`config.mk`:
```
export PLATFORM = sky130hd
export DESIGN_NAME = csc_cmd_framer
export DESIGN_NICKNAME = d
export VERILOG_FILES = /design/src/common/csc_pkg.sv /design/src/verilog/csc_cmd_framer.sv
export SDC_FILE = /design/constraint.sdc
export NUM_CORES = 2
export LEC_CHECK = 0
export BUFFER_PORTS_ARGS = -buffer_cell sky130_fd_sc_hd__buf_4
export CORE_ASPECT_RATIO = 0.7
export CORE_UTILIZATION = 50
export CTS_CLUSTER_SIZE = 12
export DETAILED_ROUTE_END_ITERATION = 6
export GPL_TIMING_DRIVEN = 0
export PLACE_DENSITY_LB_ADDON = 0.12
export SLEW_MARGIN = 25
export SYNTH_ARGS = -nofsm -noshare
export SYNTH_HDL_FRONTEND = slang
export SYNTH_SLANG_ARGS = --single-unit
```
`constraint.sdc`:
```
create_clock -name clk_i -period 19.5 [get_ports clk_i]
set_clock_uncertainty 0.1 [all_clocks]
set_input_delay 1.95 -clock clk_i [delete_from_list [all_inputs] [get_ports clk_i]]
set_output_delay 1.95 -clock clk_i [all_outputs]
set_load 0.1 [all_outputs]
```
`src/common/csc_pkg.sv`:
```
// Constants, types and helper functions for the card-side SPI command framer.
// Assumes a single core clock at 200 MHz and a link clock that is only sampled.
//
// Functional notes
// - Time-out limit is ten times the typical access or program time.
// - Card finishes a command within time-out or abandons it and reports error.
// - Read access time is time field plus clock-count field, end bit to start bit.
// - Block program time is read access time times write speed multiplier.
// - Erase time is erased block count times block program time.
// - Read-ahead past last address raises address-beyond-end, shown at stop command; code shows and clears it at whichever command comes next.
// - Lock and unlock answer with response then busy; host reads status afterwards.
// - Application-command status flag is never provided in SPI mode.
// - Every command token is exactly six bytes and checksum protected.
// - Command tokens travel most significant bit first.
// - Token: start 0, transmission 1, index, argument, CRC7, end bit 1.
// - One command class field governs supported classes in both modes.
// - Basic, block-read and block-write classes accept their listed commands.
// - Erase, write-protect, lock and application classes accept their listed commands.
// - Classes 1, 3 and 9 unsupported in SPI; classes 10 and 11 reserved.
// - Command of unsupported class sets the illegal-command flag in the response.
package csc_pkg;

  // ----------------------------------------------------------------------
  // Token layout
  // ----------------------------------------------------------------------
  localparam int unsigned TOKEN_BITS = 48;
  localparam int unsigned START_POS = 47;
  localparam int unsigned TRANS_POS = 46;
  localparam int unsigned IDX_HI = 45;
  localparam int unsigned IDX_LO = 40;
  localparam int unsigned ARG_HI = 39;
  localparam int unsigned ARG_LO = 8;
  localparam int unsigned CRC_HI = 7;
  localparam int unsigned CRC_LO = 1;
  localparam int unsigned END_POS = 0;
  localparam int unsigned CRC_DATA_BITS = 40;
  localparam logic [6:0] CRC_POLY = 7'h09;
  localparam logic [5:0] BIT_CNT_LAST = 6'h2F;

  // ----------------------------------------------------------------------
  // Response byte fields
  // ----------------------------------------------------------------------
  localparam int unsigned RESP_BITS = 8;
  localparam int unsigned R_IDLE = 0;
  localparam int unsigned R_ILLEGAL = 2;
  localparam int unsigned R_CRC = 3;
  localparam int unsigned R_ADDR = 5;
  localparam int unsigned R_PARAM = 6;
  localparam logic [3:0] GAP_BITS = 4'h8;

  // ----------------------------------------------------------------------
  // Command indices
  // ----------------------------------------------------------------------
  localparam logic [5:0] CMD_RESET = 6'h00;
  localparam logic [5:0] CMD_INIT = 6'h01;
  localparam logic [5:0] CMD_STOP = 6'h0C;
  localparam logic [5:0] CMD_LOCK = 6'h2A;
  localparam logic [5:0] CMD_APP = 6'h37;

  // ----------------------------------------------------------------------
  // Time-out scaling
  // ----------------------------------------------------------------------
  localparam int unsigned TIME_W = 24;
  localparam int unsigned LIMIT_W = 52;
  localparam logic [3:0] TIMEOUT_FACTOR = 4'hA;

  typedef enum logic [1:0] {CSC_OP_READ, CSC_OP_WRITE, CSC_OP_ERASE} csc_op_t;

  // Card-specific timing fields, already in core clock cycles
  typedef struct packed {
    logic [TIME_W-1:0] read_access_time_base;
    logic [TIME_W-1:0] read_access_clock_count;
    logic [5:0] write_speed_multiplier;
    logic [15:0] erase_blocks;
  } csc_timing_t;

  // Decoded command handed to the user side
  typedef struct packed {
    logic [5:0] index;
    logic [31:0] arg;
    logic app;
  } csc_cmd_t;

  // Class mask for a command index; bit n set means member of class n
  function automatic logic [11:0] csc_class_mask(input logic [5:0] idx);
    logic [11:0] m;
    m = 12'h000;
    case (idx)
      6'h00, 6'h01, 6'h09, 6'h0A, 6'h0D, 6'h3A, 6'h3B: m = 12'h001;
      6'h0C, 6'h11, 6'h12: m = 12'h004;
      6'h10, 6'h17: m = 12'h014;
      6'h18, 6'h19, 6'h1B: m = 12'h010;
      6'h23, 6'h24, 6'h26: m = 12'h020;
      6'h1C, 6'h1D, 6'h1E: m = 12'h040;
      6'h2A: m = 12'h080;
      6'h37, 6'h38: m = 12'h100;
      default: m = 12'h000;
    endcase
    return m;
  endfunction

  // Commands answered with response followed by busy
  function automatic logic csc_busy_cmd(input logic [5:0] idx);
    return (idx == 6'h18) || (idx == 6'h19) || (idx == 6'h1B) || (idx == 6'h1C) ||
           (idx == 6'h1D) || (idx == 6'h26) || (idx == 6'h2A);
  endfunction

endpackage

```
`src/verilog/csc_cmd_framer.sv`:
```
// Card-side SPI command framer: receives tokens, checks them, answers and guards time-outs.
// Assumes link pins come from the host asynchronously; array logic sits on clk_i.
`timescale 1ns/10ps
`default_nettype none
module csc_cmd_framer (
  // Clock and reset
  input wire logic clk_i,
  input wire logic resetn_i,
  // Link pins
  input wire logic sclk_i,
  input wire logic cs_n_i,
  input wire logic mosi_i,
  output logic miso_o,
  output logic miso_oe_o,
  // Configuration
  input wire logic [11:0] command_class_field_i,
  input wire logic crc_check_en_i,
  input wire logic init_done_i,
  input wire csc_pkg::csc_timing_t timing_i,
  // Array side
  output logic cmd_valid_o,
  output csc_pkg::csc_cmd_t cmd_o,
  input wire logic op_busy_i,
  input wire csc_pkg::csc_op_t op_kind_i,
  input wire logic prefetch_oor_i,
  output logic op_abort_o,
  output logic timeout_err_o
);
  import csc_pkg::*;

  // ----------------------------------------------------------------------
  // State
  // ----------------------------------------------------------------------
  typedef enum {ST_RECV, ST_GAP, ST_RESP, ST_BUSY} csc_state_t;

  typedef struct packed {
    logic [2:0] s1;
    logic [2:0] s2;
    logic [2:0] s3;
    logic [2:0] pin;
    csc_state_t st;
    logic [47:0] sh;
    logic [5:0] cnt;
    logic [3:0] gap;
    logic [7:0] resp;
    logic busy_after;
    logic idle;
    logic app_next;
    logic oor;
    logic tmo;
    logic [LIMIT_W-1:0] tcnt;
    logic abort;
    logic cvalid;
    csc_cmd_t cmd;
    logic miso;
  } csc_reg_t;

  csc_reg_t q, d;

  logic sclk_rise, sclk_fall, cs_n, mosi;
  logic [6:0] crc;
  logic [TIME_W:0] read_t;
  logic [TIME_W+6:0] write_t;
  logic [LIMIT_W-1:0] typ, limit;
  logic [47:0] tok;
  logic frame_ok, crc_ok, legal;

  // ----------------------------------------------------------------------
  // Time-out limit
  // ----------------------------------------------------------------------
  always_comb begin
    read_t = {1'b0, timing_i.read_access_time_base} + {1'b0, timing_i.read_access_clock_count};
    write_t = (TIME_W+7)'(read_t) * (TIME_W+7)'(timing_i.write_speed_multiplier);
    case (op_kind_i)
      CSC_OP_READ: typ = LIMIT_W'(read_t);
      CSC_OP_WRITE: typ = LIMIT_W'(write_t);
      CSC_OP_ERASE: typ = LIMIT_W'(write_t) * LIMIT_W'(timing_i.erase_blocks);
      default: typ = LIMIT_W'(write_t);
    endcase
    limit = typ * LIMIT_W'(TIMEOUT_FACTOR);
  end

  // ----------------------------------------------------------------------
  // Token check
  // ----------------------------------------------------------------------
  always_comb begin
    tok = {q.sh[46:0], mosi};
    crc = 7'h00;
    for (int i = 0; i < CRC_DATA_BITS; i++) begin
      if (crc[6] ^ tok[START_POS-i]) begin
        crc = {crc[5:0], 1'b0} ^ CRC_POLY;
      end else begin
        crc = {crc[5:0], 1'b0};
      end
    end
    crc_ok = !crc_check_en_i || (crc == tok[CRC_HI:CRC_LO]);
    frame_ok = !tok[START_POS] && tok[TRANS_POS] && tok[END_POS];
    legal = |(csc_class_mask(tok[IDX_HI:IDX_LO]) & command_class_field_i);
  end

  // ----------------------------------------------------------------------
  // Next state
  // ----------------------------------------------------------------------
  always_comb begin
    d = q;
    d.s1 = {sclk_i, cs_n_i, mosi_i};
    d.s2 = q.s1;
    d.s3 = q.s2;
    for (int i = 0; i < 3; i++) begin
      if (q.s2[i] == q.s3[i]) begin
        d.pin[i] = q.s2[i];
      end
    end
    sclk_rise = d.pin[2] && !q.pin[2];
    sclk_fall = !d.pin[2] && q.pin[2];
    cs_n = d.pin[1];
    mosi = d.pin[0];
    d.cvalid = 1'b0;
    d.abort = 1'b0;
    if (prefetch_oor_i) begin
      d.oor = 1'b1;
    end

    // Operation time-out guard
    if (op_busy_i && !q.tmo) begin
      d.tcnt = q.tcnt + 1'b1;
      if (q.tcnt >= limit) begin
        d.tmo = 1'b1;
        d.abort = 1'b1;
      end
    end else if (!op_busy_i) begin
      d.tcnt = '0;
    end

    case (q.st)
      ST_RECV: begin
        if (cs_n) begin
          d.cnt = '0;
        end else if (sclk_rise) begin
          d.sh = tok;
          if (q.cnt != 6'h00 || !mosi) begin
            d.cnt = q.cnt + 1'b1;
          end
          if (q.cnt == BIT_CNT_LAST) begin
            d.cnt = '0;
            d.resp = '0;
            d.resp[R_IDLE] = q.idle;
            d.resp[R_ADDR] = q.oor;
            d.resp[R_PARAM] = q.tmo;
            d.resp[R_CRC] = !crc_ok || !frame_ok;
            d.resp[R_ILLEGAL] = !legal;
            d.oor = prefetch_oor_i;
            // A time-out raised in this very cycle survives the clear
            d.tmo = d.tmo && !q.tmo;
            d.gap = '0;
            d.st = ST_GAP;
            d.busy_after = 1'b0;
            if (crc_ok && frame_ok && legal) begin
              d.cvalid = 1'b1;
              d.cmd.index = tok[IDX_HI:IDX_LO];
              d.cmd.arg = tok[ARG_HI:ARG_LO];
              d.cmd.app = q.app_next;
              d.app_next = (tok[IDX_HI:IDX_LO] == CMD_APP);
              d.busy_after = csc_busy_cmd(tok[IDX_HI:IDX_LO]);
              if (tok[IDX_HI:IDX_LO] == CMD_RESET) begin
                d.idle = 1'b1;
              end else if (tok[IDX_HI:IDX_LO] == CMD_INIT && init_done_i) begin
                d.idle = 1'b0;
              end
              if (tok[IDX_HI:IDX_LO] == CMD_STOP) begin
                d.resp[R_ADDR] = q.oor || prefetch_oor_i;
              end
            end else begin
              d.app_next = 1'b0;
            end
          end
        end
      end
      ST_GAP: begin
        if (sclk_fall) begin
          d.gap = q.gap + 1'b1;
          if (q.gap == GAP_BITS - 4'h1) begin
            d.miso = q.resp[7];
            d.resp = {q.resp[6:0], 1'b1};
            d.cnt = 6'h01;
            d.st = ST_RESP;
          end
        end
      end
      ST_RESP: begin
        if (sclk_fall) begin
          if (q.cnt == 6'(RESP_BITS)) begin
            d.cnt = '0;
            d.miso = !q.busy_after;
            d.st = q.busy_after ? ST_BUSY : ST_RECV;
          end else begin
            d.miso = q.resp[7];
            d.resp = {q.resp[6:0], 1'b1};
            d.cnt = q.cnt + 1'b1;
          end
        end
      end
      ST_BUSY: begin
        if (!op_busy_i && sclk_fall) begin
          d.miso = 1'b1;
          d.st = ST_RECV;
        end
      end
      default: d.st = ST_RECV;
    endcase
  end

  // ----------------------------------------------------------------------
  // Registers
  // ----------------------------------------------------------------------
  always_ff @(posedge clk_i) begin
    if (!resetn_i) begin
      q <= '0;
      q.s1 <= 3'h2;
      q.s2 <= 3'h2;
      q.s3 <= 3'h2;
      q.pin <= 3'h2;
      q.st <= ST_RECV;
      q.idle <= 1'b1;
      q.miso <= 1'b1;
    end else begin
      q <= d;
    end
  end

  // ----------------------------------------------------------------------
  // Outputs
  // ----------------------------------------------------------------------
  assign miso_o = q.miso;
  assign miso_oe_o = !q.pin[1];
  assign cmd_valid_o = q.cvalid;
  assign cmd_o = q.cmd;
  assign op_abort_o = q.abort;
  assign timeout_err_o = q.tmo;

endmodule // csc_cmd_framer
`default_nettype wire
```
==> results.py <==
metrics = {
    "run_status": {
        "status": "complete, no violations",
    },
    "clock_network": {
        "clockBufferDepth": 3,
        "clkTransAtPathRegs_ps": 60,
        "cts_sinks": 185,
        "clk_latency_ps": 480,
        "cts_root_buf": "clkbuf_16",
        "htreeDepth": 4,
        "cts_buffers": 25,
        "cts_tree": "yes",
    },
    "final_layout": {
        "final_cell_mix": "inv_1 (584), fa_1 (499), nand2_1 (487)",
        "n_antenna_cell": 0,
        "drive_above_1_share_pct": 8.59,
        "stdcell_count": 5084,
        "final_common_cell": "inv_1",
        "fin_nets": 5115,
        "syn2layout_area_growth_pct": 11.2,
    },
    "detailed_routing": {
        "vias": 28100,
        "wl_per_cell_um": 20.2,
        "remaining_drc_errors": 0,
        "drt_iter0_markers": 2246,
        "final_antenna_net_count": 0,
        "totalWireLength_um": 103000,
        "viasPerCell": 5.53,
        "firstDrtPassIters": 7,
    },
    "place": {
        "place_inst": 5025,
        "pre_cts_ws_ps": -2590,
        "port_buffers": 129,
        "gp_congestion": 0.941,
        "place_hpwl_um": 84300,
    },
    "synthesis": {
        "syn_inst": 4005,
        "ys_async_sr_fraction_pct": 0,
        "synth_edf_count": 0,
        "syn_nets": 4932,
        "ys_seq_area_share_pct": 10.9,
        "synth_area_sq_um": 34100,
        "postSynthAreaPerCell_sq_um": 8.50,
        "synth_flop_cell": "dfxtp_1",
        "ys.warnings.count": 0,
        "yosys_register_bits": 185,
        "yosysUniqueCellTypes": 77,
    },
    "floorplan": {
        "initial_utilization_pct": 50.9,
        "ios": 137,
        "chipWidth_um": 314,
        "num_rows": 79,
        "fp.dieArea_sq_um": 69200,
        "coreArea_sq_um": 66900,
        "die_h_um": 220,
    },
    "critical_path": {
        "path_delay_family": "adder cells",
        "worst-endpoint-required_ps": 19790,
        "worstPathArrival_ps": 19210,
        "startpoint_type": "input pin",
        "criticalPathCategory": "input pin to register",
        "crit_slowest_cell": "or4_4",
        "cpMostUsedCell": "a21o_1",
        "worst_path_largest_cell_delay_ps": 580,
        "cp.buffers_inverters": 11,
        "cp_max_fo": 10,
        "worstSetupEndpointType": "register",
    },
    "timing": {
        "tns_ps": 0,
        "tightest_slew_ps": 1070,
        "setup_viol": 0,
        "max_freq_mhz": 52.9,
        "setup_ws_ps": 581,
        "min_period_ps": 18920,
        "relSlewSlack_pct": 28.5,
        "drv_slew": 0,
        "hold_viol_final": 0,
        "min_period_over_period_pct": 97.0,
    },
    "min_path": {
        "min_path_type": "register to register",
    },
    "global_route": {
        "grt_max_degree": 16,
        "grt_pass1_wl_um": 161000,
        "grt_usage_pct": 30.4,
        "antenna_found_initial": 6,
        "grt_pass1_vias": 27400,
        "grt.overflow.total": 0,
    },
    "run": {
        "maxCapViolations": 0,
    },
}
repair_timing:
item                                    CTS  global route
endpoints found under the setup margin    2             2
setup buffers                             8            19
pin swaps                                 6            26
hold buffers                              0             0
resized for setup                        78           101
worst paths after layout:
check	startpoint	endpoint	slack [ps]	cells past startpoint
worst min-delay path	d[204]	d[201]	300	1
worst max register to register	q[158]	q[96]	15080	13
worst min register to register	d[204]	d[201]	300	1
worst max-delay path	timing_i[23]	timeout_err_o	580	72
final cells by class:
cell class	instances	area, sq um
Fill cell	6176	29000
Multi-Input combinational cell	3044	28000
Sequential cell	185	3700
Inverter	585	2200
Timing Repair Buffer	156	1170
Tap cell	891	1110
Buffer	191	978
Clock buffer	30	674
Clock inverter	2	35.0
sequential cells by signal, summed over array words and instances (netlist names), named ones only:
signal / flops
d: 6
miso_o: 1
cmd_o: 39
timeout_err_o: 1
cmd_valid_o: 1
op_abort_o: 1
q: 129
synth_stat cells, types with 10 or more instances:
master      n  area share [%]
buf_4      40            0.88
a211oi_1   15            0.33
nand4_1    21            0.39
dfxtp_1   185              11
nor3b_1    12            0.26
mux2i_1    54             1.6
nor2b_1    40            0.73
nor2_1    205             2.3
a21oi_1   213             3.1
fa_1      499              29
nand3_1    63            0.93
o31ai_1    10            0.22
and3_1     42            0.77
and2_1    303             5.6
o21bai_1   26            0.57
nor3_1     29            0.43
a31oi_1    25            0.46
nand3b_1   13            0.29
clkbuf_1  135             1.5
inv_1     584             6.4
nand2b_1   50            0.92
o21a_1     19            0.42
a21o_1     97             2.1
xnor2_1   128             3.3
o21ai_0   115             1.7
or3_1      23            0.42
nand2_1   487             5.4
xor2_1     88             2.3
ha_1      335              12
kinds of logic (layout without fill, tap and decap cells):
kind of cell | count (synthesis) | after routing | share of synthesized area [%]
AOI/OAI and AO/OA | 598 | 598 | 10.9
xor gates and xnor gates | 234 | 234 | 6.67
adders and majority gates | 836 | 836 | 41.7
buffers and inverters | 776 | 964 | 9.10
DFF | 185 | 185 | 10.9
muxes | 56 | 56 | 1.65
and+or+nand+nor | 1320 | 1320 | 19.1
stage by stage:
| step | instance area [sq um] | utilization (%) | hold WS (ps) |
|---|---|---|---|
| floorplan | 34100 | - | 286 |
| global placement | 36100 | 54.0 | 288 |
| detailed placement | 36200 | 54.1 | 296 |
| CTS | 37400 | 55.8 | 308 |
| global route | 37900 | 56.6 | 330 |
| finish | 37900 | 56.6 | 305 |
worst register-to-register path: cells and delay by family, from the launching register on:
family / cells / cell delay (ps)
AND/OR/NAND/NOR: 3 / 910
buffers and inverters: 1 / 260
flip-flops: 1 / 430
AO/OA/AOI/OAI: 4 / 1160
XOR/XNOR: 5 / 1490
routing by layer:
metal	vias up	GRT usage [%]	part of all wire, %
met5	-	0	0.026
met4	4	5.01	1.8
met3	133	10.4	12
met2	1061	41.7	39
met1	13800	46.0	47
li1	13100	-	-
Power is not shown: default switching activity piles up to over one toggle a cycle in this logic, so the estimate is an artifact.
